--- config.mk ---
export PLATFORM = sky130hd
export DESIGN_NAME = scc_dev_flat
export DESIGN_NICKNAME = d
export VERILOG_FILES = /design/src/scc_pkg.sv /design/src/scc_spi_if.sv /design/src/scc_dev.sv /design/src/flat_wrapper.sv
export SDC_FILE = /design/constraint.sdc
export NUM_CORES = 1
export LEC_CHECK = 0
export ABC_AREA = 1
export BUFFER_PORTS_ARGS = -buffer_cell sky130_fd_sc_hd__buf_2
export CAP_MARGIN = 20
export CORE_ASPECT_RATIO = 1.1
export CORE_UTILIZATION = 30
export DETAILED_ROUTE_END_ITERATION = 12
export PLACE_DENSITY_LB_ADDON = 0.25
export RECOVER_POWER = 100
export SYNTH_ARGS = -nofsm -noshare
export SYNTH_HDL_FRONTEND = slang
export SYNTH_SLANG_ARGS = --single-unit
--- constraint.sdc ---
create_clock -name clk -period 4.9 [get_ports clk]
set_input_delay 0.735 -clock clk [delete_from_list [all_inputs] [get_ports clk]]
set_output_delay 0.735 -clock clk [all_outputs]
set_load 0.02 [all_outputs]
--- src/scc_pkg.sv ---
/*
  Constants shared by both ends of the serial register port of the sysref and
  clock control register group: offsets, field positions, reset values and
  frame timing. Assumes nothing of its surroundings.
*/
package scc_pkg;

  // ------------------------------------------------------------------
  // frame layout
  // ------------------------------------------------------------------
  localparam int unsigned ADDR_W      = 15;
  localparam int unsigned HDR_BITS    = 16;  // read flag plus address
  localparam logic [4:0]  HDR_LAST    = 5'h0F;
  localparam logic [4:0]  BYTE_LAST   = 5'h17;
  localparam logic [4:0]  BYTE_FIRST  = 5'h10;

  // sclk half period in clk cycles, 40 ns at 100 MHz
  localparam int unsigned SCLK_HALF_NS     = 40;
  localparam int unsigned CLK_PERIOD_NS    = 10;
  localparam int unsigned SCLK_HALF_CYCLES = (SCLK_HALF_NS + CLK_PERIOD_NS - 1) / CLK_PERIOD_NS;

  // ------------------------------------------------------------------
  // register offsets
  // ------------------------------------------------------------------
  localparam logic [14:0] SERIAL_CONFIG_ADDR = 15'h0000;
  localparam logic [14:0] USER_SERIAL_ADDR   = 15'h0010;
  localparam logic [14:0] CLOCK_CTRL0_ADDR   = 15'h0029;
  localparam logic [14:0] CLOCK_CTRL1_ADDR   = 15'h002A;
  localparam logic [14:0] CLOCK_CTRL2_ADDR   = 15'h002B;
  localparam logic [14:0] CAPTURE_POS0_ADDR  = 15'h002C;  // bits 7:0
  localparam logic [14:0] CAPTURE_POS1_ADDR  = 15'h002D;  // bits 15:8
  localparam logic [14:0] CAPTURE_POS2_ADDR  = 15'h002E;  // bits 23:16

  // ------------------------------------------------------------------
  // reset values and field positions
  // ------------------------------------------------------------------
  localparam logic [7:0] SERIAL_CONFIG_RST = 8'h30;
  localparam logic [7:0] USER_SERIAL_RST   = 8'h00;
  localparam logic [7:0] CLOCK_CTRL0_RST   = 8'h80;
  localparam logic [7:0] CLOCK_CTRL1_RST   = 8'h00;
  localparam logic [7:0] CLOCK_CTRL2_RST   = 8'h10;

  localparam int unsigned ASCEND_BIT      = 5;
  localparam int unsigned SDO_ACTIVE_BIT  = 4;
  localparam int unsigned ADDR_HOLD_BIT   = 0;
  localparam int unsigned PROC_EN_BIT     = 6;
  localparam int unsigned RECV_EN_BIT     = 5;
  localparam int unsigned FINE_STEP_BIT   = 4;
  localparam int unsigned DELAY_MSB       = 3;
  localparam int unsigned DEVCLK_PECL_BIT = 2;
  localparam int unsigned SYSREF_PECL_BIT = 1;
  localparam int unsigned POLARITY_BIT    = 0;
  localparam int unsigned QUIET_FILT_BIT  = 2;
  localparam int unsigned CLOCK_FILT_BIT  = 0;

  // writable bits of each register; the rest are reserved
  localparam logic [7:0] CLOCK_CTRL0_USER = 8'h7F;
  localparam logic [7:0] CLOCK_CTRL1_USER = 8'h07;
  localparam logic [7:0] CLOCK_CTRL2_USER = 8'h05;
  localparam logic [7:0] USER_SERIAL_USER = 8'h01;

endpackage : scc_pkg

--- src/scc_spi_if.sv ---
/*
  Four-wire serial register port between the host controller and the device.
  Assumes both ends run on the same clk; sdo is a plain output of the device.
*/
`timescale 1ns/10ps

interface scc_spi_if;
  logic sclk;
  logic csn;
  logic sdi;
  logic sdo;

  modport dev (
    input  sclk,
    input  csn,
    input  sdi,
    output sdo
  );

  modport host (
    output sclk,
    output csn,
    output sdi,
    input  sdo
  );
endinterface : scc_spi_if

--- src/scc_dev.sv ---
/*
  Device end: serial register slave holding the sysref and clock control
  registers, with address streaming, read-back of the capture position and
  gating of sysref events. Assumes sclk, csn and sdi are synchronous to clk
  and that sclk half periods span at least three clk cycles.
*/
`timescale 1ns/10ps

// Notes on behaviour
// - address hold keeps streaming address fixed
// - hold clear steps address by direction
// - direction zero decrements, one increments, increments
// - processor enable bit six gates events
// - receiver enable bit five, resets off
// - host enables receiver no later than processor
// - fine step bit shrinks windowing delays
// - host sets fine step at fast clocks
// - four bit delay choice, resets zero
// - host picks delay from capture position
// - read-only 24-bit capture position status
// - polarity flip inverts sysref for alignment
// - device clock pecl mode bit two
// - sysref input pecl mode bit one
// - quiet analog supply filter bit two
// - clock supply filter bit zero
// - host writes defaults into reserved bits
// - first clock control resets to 0x80
// - second resets zero, third resets 0x10
module scc_dev (
  input  wire logic        clk,
  input  wire logic        rstn,
  scc_spi_if.dev           spi,
  input  wire logic [23:0] sysref_capture_position,
  input  wire logic        sysref_in,
  output logic             sysref_event,
  output logic             sysref_processor_enable,
  output logic             sysref_receiver_enable,
  output logic             sysref_fine_delay_step,
  output logic [3:0]       sysref_delay_choice,
  output logic             sysref_polarity_flip,
  output logic             device_clock_pecl_mode,
  output logic             sysref_input_pecl_mode,
  output logic             quiet_analog_supply_filter,
  output logic             clock_supply_filter
);

  // ------------------------------------------------------------------
  // state
  // ------------------------------------------------------------------
  // reserved bits are kept as written, so a host that
  // breaks the default rule reads back what it wrote
  logic [7:0]  cfg_q;
  logic [7:0]  usr_q;
  logic [7:0]  ctl0_q;
  logic [7:0]  ctl1_q;
  logic [7:0]  ctl2_q;
  logic        sclk_prev_q;
  logic [4:0]  cnt_q;
  logic [14:0] hdr_q;      // read flag and upper address bits as they arrive
  logic        rd_q;
  logic [14:0] addr_q;
  logic [7:0]  rx_q;
  logic [7:0]  tx_q;
  logic        sdo_q;
  logic        event_q;

  // ------------------------------------------------------------------
  // decode
  // ------------------------------------------------------------------
  // edges against the previous sample; sclk moving
  // while csn is high is never counted
  wire         sclk_rise  = spi.sclk & ~sclk_prev_q & ~spi.csn;
  wire         sclk_fall  = ~spi.sclk & sclk_prev_q & ~spi.csn;
  wire         hdr_done   = sclk_rise & (cnt_q == scc_pkg::HDR_LAST);
  wire         byte_done  = sclk_rise & (cnt_q == scc_pkg::BYTE_LAST);
  wire [14:0]  hdr_addr   = {hdr_q[13:0], spi.sdi};
  wire         addr_hold  = usr_q[scc_pkg::ADDR_HOLD_BIT];
  wire         ascend     = cfg_q[scc_pkg::ASCEND_BIT];
  // next streaming address: hold, else step by the direction bit
  wire [14:0]  step_addr  = addr_hold ? addr_q :
                            ascend ? addr_q + 15'h0001 :
                            addr_q - 15'h0001;
  // read data must be fetched before the byte's first fall
  wire [14:0]  look_addr  = hdr_done ? hdr_addr : step_addr;
  // eighth data bit taken straight from sdi
  wire [7:0]   wr_byte    = {rx_q[6:0], spi.sdi};
  wire         wr_en      = byte_done & ~rd_q;
  // sdo-only port: the active flag always reads one
  wire [7:0]   cfg_rd     = cfg_q | (8'h01 << scc_pkg::SDO_ACTIVE_BIT);
  logic [7:0]  rd_byte;

  // read mux, unmapped addresses read zero
  // capture position is sampled at byte load, not latched
  always_comb begin
    case (look_addr)
      scc_pkg::SERIAL_CONFIG_ADDR: rd_byte = cfg_rd;
      scc_pkg::USER_SERIAL_ADDR:   rd_byte = usr_q;
      scc_pkg::CLOCK_CTRL0_ADDR:   rd_byte = ctl0_q;
      scc_pkg::CLOCK_CTRL1_ADDR:   rd_byte = ctl1_q;
      scc_pkg::CLOCK_CTRL2_ADDR:   rd_byte = ctl2_q;
      scc_pkg::CAPTURE_POS0_ADDR:  rd_byte = sysref_capture_position[7:0];
      scc_pkg::CAPTURE_POS1_ADDR:  rd_byte = sysref_capture_position[15:8];
      scc_pkg::CAPTURE_POS2_ADDR:  rd_byte = sysref_capture_position[23:16];
      default:                     rd_byte = 8'h00;
    endcase
  end

  // ------------------------------------------------------------------
  // serial framing
  // ------------------------------------------------------------------
  // bit counter wraps from the last data bit back to the first, so a frame
  // may stream any number of bytes until csn rises
  // a partial last byte is dropped as csn clears the count
  always_ff @(posedge clk or negedge rstn) begin
    if (!rstn) begin
      sclk_prev_q <= 1'b0;
      cnt_q       <= 5'h00;
      hdr_q       <= 15'h0000;
      rd_q        <= 1'b0;
      addr_q      <= 15'h0000;
      rx_q        <= 8'h00;
      tx_q        <= 8'h00;
      sdo_q       <= 1'b0;
    end else begin
      sclk_prev_q <= spi.sclk;
      if (spi.csn) begin
        cnt_q <= 5'h00;
        sdo_q <= 1'b0;
      end else begin
        if (sclk_rise) begin
          cnt_q <= (cnt_q == scc_pkg::BYTE_LAST) ? scc_pkg::BYTE_FIRST : cnt_q + 5'h01;
          hdr_q <= hdr_addr;
          rx_q  <= wr_byte;
        end
        if (hdr_done) begin
          rd_q   <= hdr_q[14];
          addr_q <= hdr_addr;
        end
        // step uses the hold and direction bits before this write
        if (byte_done) begin
          addr_q <= step_addr;
        end
        // read data is loaded as the address is settled, shifted on falls
        if (hdr_done || byte_done) begin
          tx_q <= rd_byte;
        end else if (sclk_fall && cnt_q >= scc_pkg::BYTE_FIRST) begin
          sdo_q <= tx_q[7];
          tx_q  <= {tx_q[6:0], 1'b0};
        end
      end
    end
  end

  // ------------------------------------------------------------------
  // registers; a write takes effect on the edge that ends its byte
  // ------------------------------------------------------------------
  always_ff @(posedge clk or negedge rstn) begin
    if (!rstn) begin
      cfg_q  <= scc_pkg::SERIAL_CONFIG_RST;
      usr_q  <= scc_pkg::USER_SERIAL_RST;
      ctl0_q <= scc_pkg::CLOCK_CTRL0_RST;
      ctl1_q <= scc_pkg::CLOCK_CTRL1_RST;
      ctl2_q <= scc_pkg::CLOCK_CTRL2_RST;
    end else if (wr_en) begin
      // unmapped and read-only addresses fall to default
      case (addr_q)
        scc_pkg::SERIAL_CONFIG_ADDR: cfg_q  <= wr_byte & 8'h6F;  // soft reset not kept
        scc_pkg::USER_SERIAL_ADDR:   usr_q  <= wr_byte;
        scc_pkg::CLOCK_CTRL0_ADDR:   ctl0_q <= wr_byte;
        scc_pkg::CLOCK_CTRL1_ADDR:   ctl1_q <= wr_byte;
        scc_pkg::CLOCK_CTRL2_ADDR:   ctl2_q <= wr_byte;
        default:                     ;
      endcase
    end
  end

  // ------------------------------------------------------------------
  // sysref path: ignored unless receiver and processor are on
  // ------------------------------------------------------------------
  always_ff @(posedge clk or negedge rstn) begin
    if (!rstn) begin
      event_q <= 1'b0;
    end else begin
      // one clk from pin to event
      event_q <= (sysref_in ^ ctl1_q[scc_pkg::POLARITY_BIT])
                 & ctl0_q[scc_pkg::PROC_EN_BIT]
                 & ctl0_q[scc_pkg::RECV_EN_BIT];
    end
  end

  // ------------------------------------------------------------------
  // outputs, straight from the stored bits
  // ------------------------------------------------------------------
  // no decode between register and pin
  assign spi.sdo                    = sdo_q;
  assign sysref_event               = event_q;
  assign sysref_processor_enable    = ctl0_q[scc_pkg::PROC_EN_BIT];
  assign sysref_receiver_enable     = ctl0_q[scc_pkg::RECV_EN_BIT];
  assign sysref_fine_delay_step     = ctl0_q[scc_pkg::FINE_STEP_BIT];
  assign sysref_delay_choice        = ctl0_q[scc_pkg::DELAY_MSB:0];
  assign sysref_polarity_flip       = ctl1_q[scc_pkg::POLARITY_BIT];
  assign device_clock_pecl_mode     = ctl1_q[scc_pkg::DEVCLK_PECL_BIT];
  assign sysref_input_pecl_mode     = ctl1_q[scc_pkg::SYSREF_PECL_BIT];
  assign quiet_analog_supply_filter = ctl2_q[scc_pkg::QUIET_FILT_BIT];
  assign clock_supply_filter        = ctl2_q[scc_pkg::CLOCK_FILT_BIT];

endmodule // scc_dev

--- src/flat_wrapper.sv ---
// flat-port wrapper written by rule: the top's interface ports become plain ports
module scc_dev_flat 
  (clk, rstn, sysref_capture_position, sysref_in, sysref_event, sysref_processor_enable, sysref_receiver_enable, sysref_fine_delay_step, sysref_delay_choice, sysref_polarity_flip, device_clock_pecl_mode, sysref_input_pecl_mode, quiet_analog_supply_filter, clock_supply_filter, spi_sclk, spi_csn, spi_sdi, spi_sdo);
  scc_spi_if spi_i ();
  input  wire logic clk;
  input  wire logic rstn;
  input  wire logic [23:0] sysref_capture_position;
  input  wire logic sysref_in;
  output logic sysref_event;
  output logic sysref_processor_enable;
  output logic sysref_receiver_enable;
  output logic sysref_fine_delay_step;
  output logic [3:0] sysref_delay_choice;
  output logic sysref_polarity_flip;
  output logic device_clock_pecl_mode;
  output logic sysref_input_pecl_mode;
  output logic quiet_analog_supply_filter;
  output logic clock_supply_filter;
  input wire logic [$bits(spi_i.sclk)-1:0] spi_sclk;
  input wire logic [$bits(spi_i.csn)-1:0] spi_csn;
  input wire logic [$bits(spi_i.sdi)-1:0] spi_sdi;
  output wire logic [$bits(spi_i.sdo)-1:0] spi_sdo;
  assign spi_i.sclk = spi_sclk;
  assign spi_i.csn = spi_csn;
  assign spi_i.sdi = spi_sdi;
  assign spi_sdo = spi_i.sdo;
  scc_dev u_core (.clk(clk), .rstn(rstn), .spi(spi_i), .sysref_capture_position(sysref_capture_position), .sysref_in(sysref_in), .sysref_event(sysref_event), .sysref_processor_enable(sysref_processor_enable), .sysref_receiver_enable(sysref_receiver_enable), .sysref_fine_delay_step(sysref_fine_delay_step), .sysref_delay_choice(sysref_delay_choice), .sysref_polarity_flip(sysref_polarity_flip), .device_clock_pecl_mode(device_clock_pecl_mode), .sysref_input_pecl_mode(sysref_input_pecl_mode), .quiet_analog_supply_filter(quiet_analog_supply_filter), .clock_supply_filter(clock_supply_filter));
endmodule
; ---- After elaboration in Yosys (flattened, before gate mapping)
; Index checks and enable logic that the tools add are counted.
; W data, S select, Z words.
[word_totals]
regBits = 93
latchBits = 0
mem_bits_rw = 0
mem_bits_ro = 0
input_bits = 30
output_inout_bits = 14
memories = 0
[classes]
n_addsub = 3
multipliers = 0
div_mod_pow = 0
order_cmp = 1
n_eq_ne = 14
n_shift = 0
muxes = 14
n_bitwise = 14
n_reduce_logical = 18
[op_table]
columns = op, count
row1 = $eq A15 B6 Y1 const B, 9
row2 = $mux W15, 5
row3 = $pmux W8 S8, 1
row4 = $eq A15 B5 Y1 const B, 2
row5 = $logic_not A15 Y1, 2
row6 = $reduce_and A2 Y1, 10
row7 = $mux W8, 2
row8 = $add A15 B1 Y15 const B, 1
row9 = $mux W5, 3
row10 = $sub A15 B1 Y15 const B, 1
row11 = $and A1 B1 Y1, 9
row12 = $reduce_bool A2 Y1, 4
row13 = $add A5 B1 Y5 const B, 1
row14 = $eq A5 B4 Y1 const B, 1
row15 = $eq A5 B5 Y1 const B, 1
row16 = $ge A5 B5 Y1 const B, 1
row17 = $not A1 Y1, 4
row18 = $mux W1, 3
row19 = $ne A2 B2 Y1 const B, 1
row20 = $logic_and A1 B1 Y1, 1
row21 = $logic_or A1 B1 Y1, 1
row22 = $xor A1 B1 Y1, 1

; ---- Longest topological paths before layout
; Gate-level depths: netlist (run 1).
[logic_depth]
word_depth = 8
depth_mapped = 22
mapped_depth_nobuf = 21

; ---- Worst setup path after synthesis (run 1)
; No wires, ideal clock.
[synth_path]
kind = reg2reg
from = register u_core.cfg_q[5]
to = register u_core.tx_q[1]
setup_ns = 0.077
t_arrival_ns = 2.708
t_required_ns = 4.823
slack_ns = 2.115
stages_incl_launch_ff = 23
n_path_buf = 1
period_less_slack_ns = 2.785
cell_sequence = dfstp_2 inv_1 fa_1 nand2_2 nand2_2 nand3_1 nand2_1 nand2_1 nand2_1 nand2_1 nand3_1 nand2_1 nand2_1 nand2_1 nand2_2 nor2_4 buf_6 o21ai_1 nand2_1 nor2_1 nor2_4 nand2_1 a21oi_1
[synth_between]
elab_chain_cells = 6
elab_cells_between_ends = 13
cone_classes = eq/ne (7) / mux (5) / reduce/logical (1)
[synth_rtl]
columns = item, line
row1 = start: declaration, scc_dev.sv:52  ; logic [7:0] cfg_q;
row2 = start signal: assignment, scc_dev.sv:159  ; cfg_q <= scc_pkg::SERIAL_CONFIG_RST;
row3 = start signal: assignment, scc_dev.sv:167  ; scc_pkg::SERIAL_CONFIG_ADDR: cfg_q <= wr_byte & 8'h6F;
row4 = $mux W15 *, scc_dev.sv:81  ; ascend ? addr_q + 15'h0001 :
row5 = $mux W15 *, scc_dev.sv:80  ; wire [14:0] step_addr = addr_hold ? addr_q :
row6 = $mux W15 *, scc_dev.sv:84  ; wire [14:0] look_addr = hdr_done ? hdr_addr : step_addr;
row7 = "$eq A15 B6 Y1, or another cell as far along", scc_dev.sv:95  ; case (look_addr)
row8 = $pmux W8 S8 *, scc_dev.sv:95
row9 = $mux W8 *, scc_dev.sv:144  ; if (hdr_done || byte_done) begin
row10 = end signal: assignment, scc_dev.sv:145  ; tx_q <= rd_byte;
row11 = end signal: assignment, scc_dev.sv:148  ; tx_q <= {tx_q[6:0], 1'b0};
row12 = end: declaration, scc_dev.sv:63  ; logic [7:0] tx_q;
; Every way passes the cells marked *; elsewhere a longest branch is shown, timed or not.
; A chain may end at the register's enable or synchronous reset.

; ---- Worst setup path in the final report (run 1)
[layout_path]
from = input port spi_sclk
to = register u_core.tx_q[7]
[layout_between]
elab_chain_cells = 7
elab_cells_between_ends = 22
cone_classes = eq/ne (7) / mux (3) / bitwise (7) / reduce/logical (5)
[layout_rtl]
columns = item, line
row1 = start: declaration, flat_wrapper.sv:19  ; input wire logic [$bits(spi_i.sclk)-1:0] spi_sclk;
row2 = $and A1 B1 Y1 (2 in series), scc_dev.sv:72  ; wire sclk_rise = spi.sclk & ~sclk_prev_q & ~spi.csn;
row3 = $and A1 B1 Y1, scc_dev.sv:74  ; wire hdr_done = sclk_rise & (cnt_q == scc_pkg::HDR_LAST);
row4 = $mux W15, scc_dev.sv:84
row5 = "$eq A15 B6 Y1, or another cell as far along", scc_dev.sv:95
row6 = $pmux W8 S8, scc_dev.sv:95
row7 = $mux W8, scc_dev.sv:144
; Several ways; a longest one is shown, not always the timed one.

==> results of run 1 <==
==> sequential cells by signal (all words and copies together), names as in the netlist <==
signal,cells
u_core.sysref_event,1
u_core.tx_q,8
u_core.hdr_q,9
u_core.rd_q,1
u_core.cnt_q,5
u_core.spi.sdo,1
u_core.ctl0_q,8
u_core.ctl1_q,8
u_core.rx_q,6
u_core.usr_q,8
u_core.ctl2_q,8
u_core.addr_q,15
u_core.cfg_q,6
u_core.sclk_prev_q,1
==> kinds of logic after synthesis <==
family | Yosys count | share of synthesized area (%)
XOR/XNOR | 3 | 0.472
AND/OR/NAND/NOR | 464 | 36.9
flip-flops | 85 | 38.2
AO/OA/AOI/OAI | 127 | 12.4
adder cells (fa/ha/maj) | 16 | 3.73
buffers and inverters | 111 | 8.33
==> worst reg2reg max path, stage by stage, from the launching register on <==
cell,delay (ns)
dfstp_2,0.57
inv_1,0.25
ha_1,0.48
nand2_1,0.12
inv_1,0.09
nand3_1,0.09
nand2_1,0.12
nand2_1,0.08
nand3_1,0.08
nand3_1,0.16
nand2_1,0.10
nand2_1,0.06
nand2_1,0.05
nand2_1,0.11
nor2_4,0.58
buf_4,0.31
nand3_1,0.10
nand2_1,0.09
nor2_1,0.05
nand2_1,0.09
nand2_1,0.07
a21oi_1,0.12
==> path summary, 6_finish.rpt <==
check / cells past startpoint / slack (ns) / from / endpoint
worst max-delay path: 18 / 0.97 / spi_sclk / u_core.tx_q[7]$_DFFE_PN0P_
worst min-delay path: 2 / 0.48 / u_core.tx_q[0]$_DFFE_PN0P_ / u_core.tx_q[0]$_DFFE_PN0P_
worst max register to register: 21 / 1.06 / u_core.cfg_q[5]$_DFFE_PN1P_ / u_core.tx_q[7]$_DFFE_PN0P_
worst min register to register: 2 / 0.48 / u_core.tx_q[0]$_DFFE_PN0P_ / u_core.tx_q[0]$_DFFE_PN0P_
max in group asynchronous: 2 / 1.46 / rstn / u_core.usr_q[3]$_DFFE_PN0P_
min in group asynchronous: 1 / 1.32 / rstn / u_core.tx_q[3]$_DFFE_PN0P_
==> layer usage <==
metal  share of wire [%]  routed length, um  GRT usage [%]
met5                   0                  0              0
met4                 2.6                422           8.26
met3                 2.7                435           1.68
met2                  46               7470           27.8
met1                  49               7890           24.5
==> cell usage after synthesis (all sizes together) <==
cell       n  area, um2
and2       2       12.5
nor2      67        329
nor4       5       31.3
dfrtp     82       2050
o221ai     1       8.76
a32o       1       10.0
a21oi     25        125
inv       82        310
xnor2      1       8.76
o2bb2ai    1       8.76
o211ai     6       45.0
a22o       1       8.76
nand3b     2       15.0
o22ai      3       18.8
buf       16        105
o21ai     88        455
nand3    103        515
nor3       5       25.0
ha        15        188
fa         1       20.0
o32ai      1       8.76
dfstp      3       78.8
clkbuf    13       48.8
nand2    261       1010
or2        2       12.5
xor2       2       17.5
nand4     17        106
==> where the power goes <==
part           internal [mW]  switching, mW
logic                 0.0788          0.175
clock network          0.398          0.300
registers              0.750         0.0476
total                   1.23          0.522
==> layout make-up <==
cell class | count | share of cell area, %
Clock buffer | 9 | 3.61
Clock inverter | 7 | 1.18
Tap cell | 238 | 4.77
Sequential cell | 85 | 34.1
Inverter | 82 | 4.97
Timing Repair Buffer | 49 | 3.73
Multi-Input combinational cell | 610 | 47.6
==> metrics.cfg, run 1 <==
[placed_design]
dp_hpwl_um=12100
dp_cells=1064
dpl_cell_area_um2=5980
dpl_worst_slack_ns=1.10
portBuffers=43
place_congestion=0.835

[die]
dieArea_um2=19100
initial_core_util_pct=31.1
die_x_um=132
die_y_um=145
row_count=51
ios=44
core_area_um2=17900

[route]
dr.pass1.iters=5
drt_iter0_drc=398
drt-total-wl_um=16200
wl_per_cell_um=15.0
post_drt_via_cell_ratio=4.90
drc=0
drtAntennaViolNets=0
vias=5293

[final_layout]
stdcell_area_um2=6240
multi_input_area_um2=2970
drive_above_1_share_pct=9.50
layoutNonFillerInstCount=1080
final_cell_mix=256 x nand2_1, 103 x nand3_1, 82 x dfrtp_1, 79 x o21ai_0, 76 x inv_1
nNetsFinal=883
antenna_cells=0
layout_commonest_cell=nand2_1
post-route-util_pct=34.8
synthToLayoutAreaGrowth_pct=12.0
seqCellArea_um2=2130
fillers=1929

[global_routing]
grt_pass1_wl_um=26500
grt.total_usage_pct=17.7
grt-ovfl-total=0
grt_max_degree=52
antenna_found_initial=0
grt_pass1_vias=4941

[clock_network]
cts_tree=done
hold_buffers=0
htree_levels=3
clk_path_buf_depth=2
insertion_delay_ns=0.35
clockRootBuffer=clkbuf_16
cts_setup_buffers=0
clk_pin_slew_worst_paths_ns=0.07
cts_resized=0
numCtsBuffers=9
clock_sinks=85

[sta]
hold_ws_ns=0.482
hold_viol_final=0
final_max_slew_viol_count=52
tns_ns=0
tightestPinTransition_ns=2.91
fin_ws_ns=0.974
setup_viol=0
fin_crit_ns=3.93
max_freq_mhz=255
fin_crit_sh_pct=80.1
final.setup_skew_ns=0.00711
slew_headroom_pct=-94.2
rsz0062_at_grt=no

[logic_synthesis]
synth_cell_types=38
synth-seq-area-share_pct=38.2
syn_inst=806
synth_nets=852
ys_ff_latch=85
syn_avg_cell_area_um2=6.91
synth.cell_area_um2=5570
synth_warnings=0

[worst_setup_path]
crit_required_ns=5.18
crit_arrival_ns=4.20
critPathTopFamily=simple AND/OR/NAND/NOR gates
crit_top_cell=nand2_1
cp_slowest_cell=nor2_4
critPathBufInv=5
cp_slowest_stage_delay_ns=0.58
crit_type=primary input to flop
worst-path-max-fanout=33
cp-start-kind=primary input
endpoint_kind=flop
cp_cell_sequence=clkbuf_1 > inv_1 > nor2_4 > nand2_1 > inv_4 > nand2_4 > inv_1 > nand3_1 > nand2_1 > nand2_1 > nor2_4 > buf_4 > nand3_1 > nand2_1 > nor2_1 > nand2_1 > nand2_1 > a21oi_1

[power]
irDropWorstVdd_v=0.000160
p_leak_nw=3.10
total_power_mw=1.75
power_density_nw_per_um2=280

[status]
violations=max-capacitance violations, max-slew violations
status=finished, violations left

[flow_run]
cap_violations=1

[hold_path]
hp-class=flop to flop

Note: power is estimated with default switching activity, not from simulation.
==> run 2, diff against run 1 <==
==> constraint.sdc (replaced) <==
create_clock -name clk -period 3.8 [get_ports clk]
set_input_delay 0.57 -clock clk [delete_from_list [all_inputs] [get_ports clk]]
set_output_delay 0.57 -clock clk [all_outputs]
set_load 0.02 [all_outputs]
==> run 2 against run 1 <==
The flow still finishes with violations (max-capacitance violations, max-slew violations). Clock power is 25% higher. Cell count is 0.37% higher. Via count rose by 1.2%. Register-to-register slack worse by 0.69 ns. Clock skew rose by 0.0041 ns. Design area is 0.92% higher. Die area unchanged. Critical path type is now flop to flop.
==> metrics.cfg, run 2 (synthesis gave the netlist of run 1 again) <==
[die]
dieArea_um2=19100  ; unchanged
die_x_um=132  ; unchanged
initial_core_util_pct=31.1  ; unchanged
die_y_um=145  ; unchanged
core_area_um2=17900  ; unchanged
ios=44  ; unchanged
row_count=51  ; unchanged

[final_layout]
layout_commonest_cell=nand2_1
multi_input_area_um2=3000  ; +0.84%
regMostFlops=u_core.addr_q
fillers=1947  ; +0.93%
largest_register_ffs=15  ; unchanged
final_cell_mix=256 x nand2_1, 103 x nand3_1, 82 x dfrtp_1, 79 x o21ai_0, 74 x inv_1
nNetsFinal=887  ; +0.45%
seqCellArea_um2=2130  ; unchanged
top_regs=u_core.addr_q (15), u_core.hdr_q (9)
synthToLayoutAreaGrowth_pct=13.1
stdcell_area_um2=6300  ; +0.92%
post-route-util_pct=35.1  ; +0.32 points
layoutNonFillerInstCount=1084  ; +0.37%
antenna_cells=0  ; unchanged
drive_above_1_share_pct=10.3  ; +0.78 points

[clock_network]
clockRootBuffer=clkbuf_16
hold_buffers=0  ; unchanged
htree_levels=3  ; unchanged
numCtsBuffers=9  ; unchanged
cts_tree=done
clock_sinks=85  ; unchanged
clk_pin_slew_worst_paths_ns=0.07  ; about the same
insertion_delay_ns=0.35  ; about the same
clk_path_buf_depth=2  ; unchanged

[route]
post_drt_via_cell_ratio=4.94  ; +0.84%
dr.pass1.iters=5  ; unchanged
drt-total-wl_um=16500  ; +1.7%
drtAntennaViolNets=0  ; unchanged
vias=5357  ; +1.2%
drc=0  ; unchanged
wl_per_cell_um=15.2  ; +1.3%
drt_iter0_drc=406  ; +2.0%

[hold_path]
hp-class=primary input to flop
holdPathStages=1  ; -1

[sta]
tns_ns=0  ; unchanged
rsz0062_at_grt=no
final.setup_skew_ns=0.0112  ; +0.00406 ns
final_max_slew_viol_count=41  ; -21%
fin_crit_sh_pct=90.3
fin_crit_ns=3.43
hold_viol_final=0  ; unchanged
tightestPinTransition_ns=2.24  ; -0.669 ns
setup_viol=0  ; unchanged
max_freq_mhz=292
slew_headroom_pct=-49.6  ; +45 points

[global_routing]
grt-ovfl-total=0  ; unchanged
grt.total_usage_pct=17.9  ; +0.22 points
gr-usage-met1_pct=25.4  ; +0.92 points
grt_max_degree=64  ; +23%
grt_pass1_wl_um=26900  ; +1.2%
antenna_found_initial=0  ; unchanged
use_met2_pct=28.0  ; +0.24 points
grt_pass1_vias=4955  ; +0.28%
grt_use_met3_pct=1.50  ; -0.17 points
busiest_layer=met2

[worst_setup_path]
crit_required_ns=4.08  ; -1.10 ns
cp-start-kind=flop
crit_type=flop to flop
cp_slowest_cell=dfstp_2
cp_slowest_stage_delay_ns=0.59  ; about the same
cp.depth=21  ; +3
crit_arrival_ns=3.71  ; -0.49 ns
crit_top_cell=nand2_1
critPathTopFamily=simple AND/OR/NAND/NOR gates
endpoint_kind=flop
critPathBufInv=3  ; -2
cp_cell_sequence=clkinvlp_4 > buf_12 > ha_2 > nand2_1 > nor2_2 > and2_1 > nand2_1 > nand3_1 > nand3_1 > nand2_1 > nand2_1 > nand2_1 > nand2_2 > nor2_4 > buf_12 > o21ai_1 > nand2_1 > nor2_1 > nor2_4 > nand2_1 > a21oi_1
r2r_cells=21  ; unchanged
worst-path-max-fanout=63  ; +91%

[status]
violations=max-capacitance violations, max-slew violations
status=finished, violations left

[placed_design]
dpl_cell_area_um2=6010  ; +0.59%
portBuffers=43  ; unchanged
place_congestion=0.830  ; -0.67%
dp_hpwl_um=12300  ; +1.3%
dp_cells=1067  ; +0.28%

[power]
power_density_nw_per_um2=355  ; +27%
p_leak_nw=3.10  ; +0.11%
total_power_mw=2.23  ; +28%
irDropWorstVdd_v=0.000181  ; +13%

[flow_run]
cap_violations=1  ; unchanged

run 2: area by class of cell:
class | instances | share of cell area (%)
clock inverters | 7 | 0.993
well taps | 238 | 4.73
flip-flops and latches | 85 | 33.8
clock buffers | 9 | 3.57
inverters | 82 | 4.96
multi-input cells | 610 | 47.6
repair buffers | 53 | 4.35
run 2: final timing paths:
kind,startpoint,end,slack (ns)
worst max-delay path,u_core.cfg_q[5]$_DFFE_PN1P_,u_core.tx_q[3]$_DFFE_PN0P_,0.37
worst min-delay path,spi_sclk,u_core.sclk_prev_q$_DFF_PN0_,0.41
worst max register to register,u_core.cfg_q[5]$_DFFE_PN1P_,u_core.tx_q[3]$_DFFE_PN0P_,0.37
worst min register to register,u_core.hdr_q[14]$_DFFE_PN0P_,u_core.rd_q$_DFFE_PN0P_,0.47
max in group asynchronous,rstn,u_core.cnt_q[3]$_DFFE_PN0P_,0.82
min in group asynchronous,rstn,u_core.tx_q[3]$_DFFE_PN0P_,0.87
run 2: worst register-to-register path: cells and delay by family, from the launching register on:
kind	cells	cell delay [ns]
flip-flops	1	0.59
buffers and inverters	3	0.52
AO/OA/AOI/OAI	2	0.27
adder cells (fa/ha/maj)	1	0.37
AND/OR/NAND/NOR	15	1.60
run 2: layer usage:
metal  share of wire, %  up-vias
li1                   -     2728
met1                 49     2485
met2                 45      121
met3                4.0       23
met4                2.0        0
met5                  0        -
run 2: through the flow:
step           worst slack, ns  hold WS [ns]
6_report                 0.370         0.407
5_1_grt                 0.0486         0.424
4_1_cts                  0.313         0.204
3_5_place_dp             0.321         0.458
3_3_place_gp             0.394         0.457
2_1_floorplan             1.01         0.274
run 2: repair_timing:
action,CTS,global route
gates resized for setup,0,6
endpoints found under the setup margin,0,2
hold endpoints to repair,0,0
setup buffers,0,1
run 2: power breakdown:
part | switching [mW] | internal, mW | total (mW)
clock network | 0.413 | 0.461 | 0.873
registers | 0.0621 | 0.967 | 1.03
logic | 0.229 | 0.104 | 0.333
==> run 3, diff against run 2 <==
--- a/config.mk
+++ b/config.mk
@@ -10,9 +10,11 @@
 export CAP_MARGIN = 20
 export CORE_ASPECT_RATIO = 1.1
 export CORE_UTILIZATION = 30
+export CTS_CLUSTER_DIAMETER = 50
 export DETAILED_ROUTE_END_ITERATION = 12
 export PLACE_DENSITY_LB_ADDON = 0.25
 export RECOVER_POWER = 100
+export SLEW_MARGIN = 20
 export SYNTH_ARGS = -nofsm -noshare
 export SYNTH_HDL_FRONTEND = slang
 export SYNTH_SLANG_ARGS = --single-unit
==> constraint.sdc (replaced) <==
create_clock -name clk -period 2.8 [get_ports clk]
set_input_delay 0.42 -clock clk [delete_from_list [all_inputs] [get_ports clk]]
set_output_delay 0.42 -clock clk [all_outputs]
set_load 0.02 [all_outputs]
==> run 3 against run 2 <==
The run ends with negative setup slack left. Combinational power increased by 80%. Die area did not move. Fmax increased by 5.1%. Hold slack got worse by 0.15 ns. Clock power grew 41%. Largest power group unchanged. Worst setup slack lost 0.83 ns. Sequential share of layout area down 5.8 points. Sequential cell count unchanged. Non-clock buffer count rose by 92.
==> metrics.cfg, run 3 (synthesis gave the netlist of run 1 again) <==
[worst_setup_path]
endpoint_kind=flop
worst-path-max-fanout=7  ; -89%
crit_arrival_ns=3.56  ; -0.15 ns
cp_cell_sequence=clkinvlp_4 > buf_12 > ha_4 > buf_4 > nand2_2 > nor2_1 > nand3_1 > nand3_1 > nand2_1 > nand3_1 > nand3b_1 > nor2_2 > nor2_2 > nor2_4 > buf_6 > clkbuf_16 > nand3_1 > nand2_1 > nor2_1 > nand2_1 > nand2_2 > a21oi_2
critPathBufInv=5  ; +2
cp_slowest_stage_delay_ns=0.60  ; about the same
crit_type=flop to flop
crit_required_ns=3.09  ; -0.99 ns
reg2reg_slack_ns=-0.46  ; -0.83 ns
crit_top_cell=nand3_1
cp-start-kind=flop
critPathTopFamily=simple AND/OR/NAND/NOR gates
r2r_start=u_core.cfg_q[5]$_DFFE_PN1P_
r2r_cells=22  ; +4.8%
r2r_end=u_core.tx_q[4]$_DFFE_PN0P_
cp_slowest_cell=dfstp_2

[final_layout]
final_cell_mix=237 x nand2_1, 83 x nand3_1, 82 x dfrtp_1, 79 x o21ai_0, 73 x buf_4
post-route-util_pct=42.3  ; +7.2 points
largest_register_ffs=15  ; unchanged
synthToLayoutAreaGrowth_pct=36.2
antenna_cells=0  ; unchanged
layout_commonest_cell=nand2_1
top_regs=u_core.addr_q (15), u_core.hdr_q (9)
stdcell_area_um2=7590  ; +20%
nNetsFinal=980  ; +10%
regMostFlops=u_core.addr_q
fillers=1853  ; -4.8%
drive_above_1_share_pct=27.4  ; +17 points
layoutNonFillerInstCount=1177  ; +8.6%

[route]
wl_per_cell_um=15.3  ; +0.64%
drt_iter0_drc=434  ; +6.9%
post_drt_via_cell_ratio=4.87  ; -1.4%
drc=0  ; unchanged
drt-total-wl_um=18000  ; +9.3%
drtAntennaViolNets=0  ; unchanged
vias=5735  ; +7.1%
dr.pass1.iters=5  ; unchanged

[sta]
max_freq_mhz=306  ; +5.1%
rsz0062_at_grt=yes
slew_headroom_pct=25.6  ; +75 points
hold_viol_final=0  ; unchanged
tns_ns=-3.39  ; -3.39 ns
fin_crit_sh_pct=117  ; +26 points
tightestPinTransition_ns=1.12  ; -1.13 ns
final.setup_skew_ns=0.0172  ; +0.00606 ns
setup_viol=8  ; +8
fin_ws_ns=-0.464  ; -0.834 ns
hold_ws_ns=0.253  ; -0.154 ns
fin_crit_ns=3.26  ; -0.166 ns
final_max_slew_viol_count=0  ; -100%

[global_routing]
grt_pass1_vias=5604  ; +13%
grt_pass1_wl_um=29100  ; +8.3%
grt.total_usage_pct=19.3  ; +1.4 points
grt_max_degree=45  ; -30%
antenna_found_initial=0  ; unchanged
grt-ovfl-total=0  ; unchanged

[placed_design]
dp_hpwl_um=12900  ; +4.9%
dpl_cell_area_um2=6610  ; +9.8%
dp_cells=1139  ; +6.7%
portBuffers=43  ; unchanged
dpl_worst_slack_ns=-0.496  ; -0.817 ns
place_congestion=0.842  ; +1.5%

[power]
p_leak_nw=3.66  ; +18%
irDropWorstVdd_v=0.000271  ; +49%
power_density_nw_per_um2=424  ; +20%
total_power_mw=3.22  ; +44%

[hold_path]
hp-class=primary input to asynchronous set/reset pin

[clock_network]
cts_tree=done
clk_pin_slew_worst_paths_ns=0.08  ; about the same
insertion_delay_ns=0.36  ; about the same
numCtsBuffers=9  ; unchanged
clock_sinks=85  ; unchanged
clk_path_buf_depth=2  ; unchanged
clockRootBuffer=clkbuf_16
htree_levels=3  ; unchanged
hold_buffers=0  ; unchanged

[die]
row_count=51  ; unchanged
dieArea_um2=19100  ; unchanged
core_area_um2=17900  ; unchanged
initial_core_util_pct=31.1  ; unchanged
ios=44  ; unchanged
die_x_um=132  ; unchanged
die_y_um=145  ; unchanged

[status]
violations=negative setup slack
status=finished, violations left

[flow_run]
cap_violations=0  ; -1

[run 3: changes by cell type in the layout (fill, tap and decap cells not counted), moves of 11 or more]
cell / previous run / this run
nand3_2: 0 / 19
buf_4: 2 / 73
nand3_1: 103 / 83
nand2_1: 256 / 237
nand2_2: 3 / 18
buf_6: 0 / 11
[run 3: where the power goes]
part           leakage [nW]  total [mW]  internal, mW  switching (mW)
clock                 0.144        1.23         0.632           0.597
combinational          2.40       0.601         0.241           0.360
sequential             1.12        1.39          1.31          0.0802
total                  3.66        3.22          2.18            1.04
[run 3: worst reg2reg max path: stages, from the launching register on]
cell and delay (ns):
dfstp_2 0.60, clkinvlp_4 0.12, buf_12 0.16, ha_4 0.29
buf_4 0.11, nand2_2 0.08, nor2_1 0.17, nand3_1 0.13
nand3_1 0.09, nand2_1 0.05, nand3_1 0.09, nand3b_1 0.10
nor2_2 0.15, nor2_2 0.08, nor2_4 0.16, buf_6 0.17
clkbuf_16 0.16, nand3_1 0.06, nand2_1 0.07, nor2_1 0.05
nand2_1 0.10, nand2_2 0.07, a21oi_2 0.13
[run 3: metal layers]
metal	track usage, %	part of all wire, %	up-vias
li1	-	-	2907
met1	26.8	47	2683
met2	30.3	46	113
met3	2.27	3.6	32
met4	8.20	3.1	0
met5	0	0	-
[run 3: what timing repair did]
action                                  in CTS  in global routing
endpoints found under the hold margin        0                  0
gates resized for setup                     54                 50
endpoints found under the setup margin       8                 10
setup buffers                               18                  5
pin swaps                                   13                 47
gates cloned                                 4                  2
[run 3: worst max-delay path by stage]
stage / slack, ns / to / cells past startpoint / start
final: -0.46 / u_core.tx_q[4]$_DFFE_PN0P_ / 22 / u_core.cfg_q[5]$_DFFE_PN1P_
after CTS: -0.46 / u_core.tx_q[3]$_DFFE_PN0P_ / 26 / u_core.cfg_q[5]$_DFFE_PN1P_
after global placement: -0.45 / u_core.tx_q[7]$_DFFE_PN0P_ / 20 / u_core.cfg_q[5]$_DFFE_PN1P_
after global routing: -0.69 / u_core.tx_q[4]$_DFFE_PN0P_ / 23 / u_core.cfg_q[5]$_DFFE_PN1P_
after floorplan: 0.01 / u_core.tx_q[1]$_DFFE_PN0P_ / 22 / u_core.cfg_q[5]$_DFFE_PN1P_
after detailed placement: -0.50 / u_core.tx_q[1]$_DFFE_PN0P_ / 20 / u_core.cfg_q[5]$_DFFE_PN1P_
[run 3: cell type report]
class | count | area [um2] | share of cell area, %
flip-flops and latches | 85 | 2130 | 28.1
clock inverters | 7 | 75.1 | 0.989
repair inverters | 1 | 7.51 | 0.0989
clock buffers | 9 | 225 | 2.97
well taps | 238 | 298 | 3.92
multi-input cells | 610 | 3400 | 44.7
inverters | 82 | 313 | 4.12
repair buffers | 145 | 1150 | 15.1
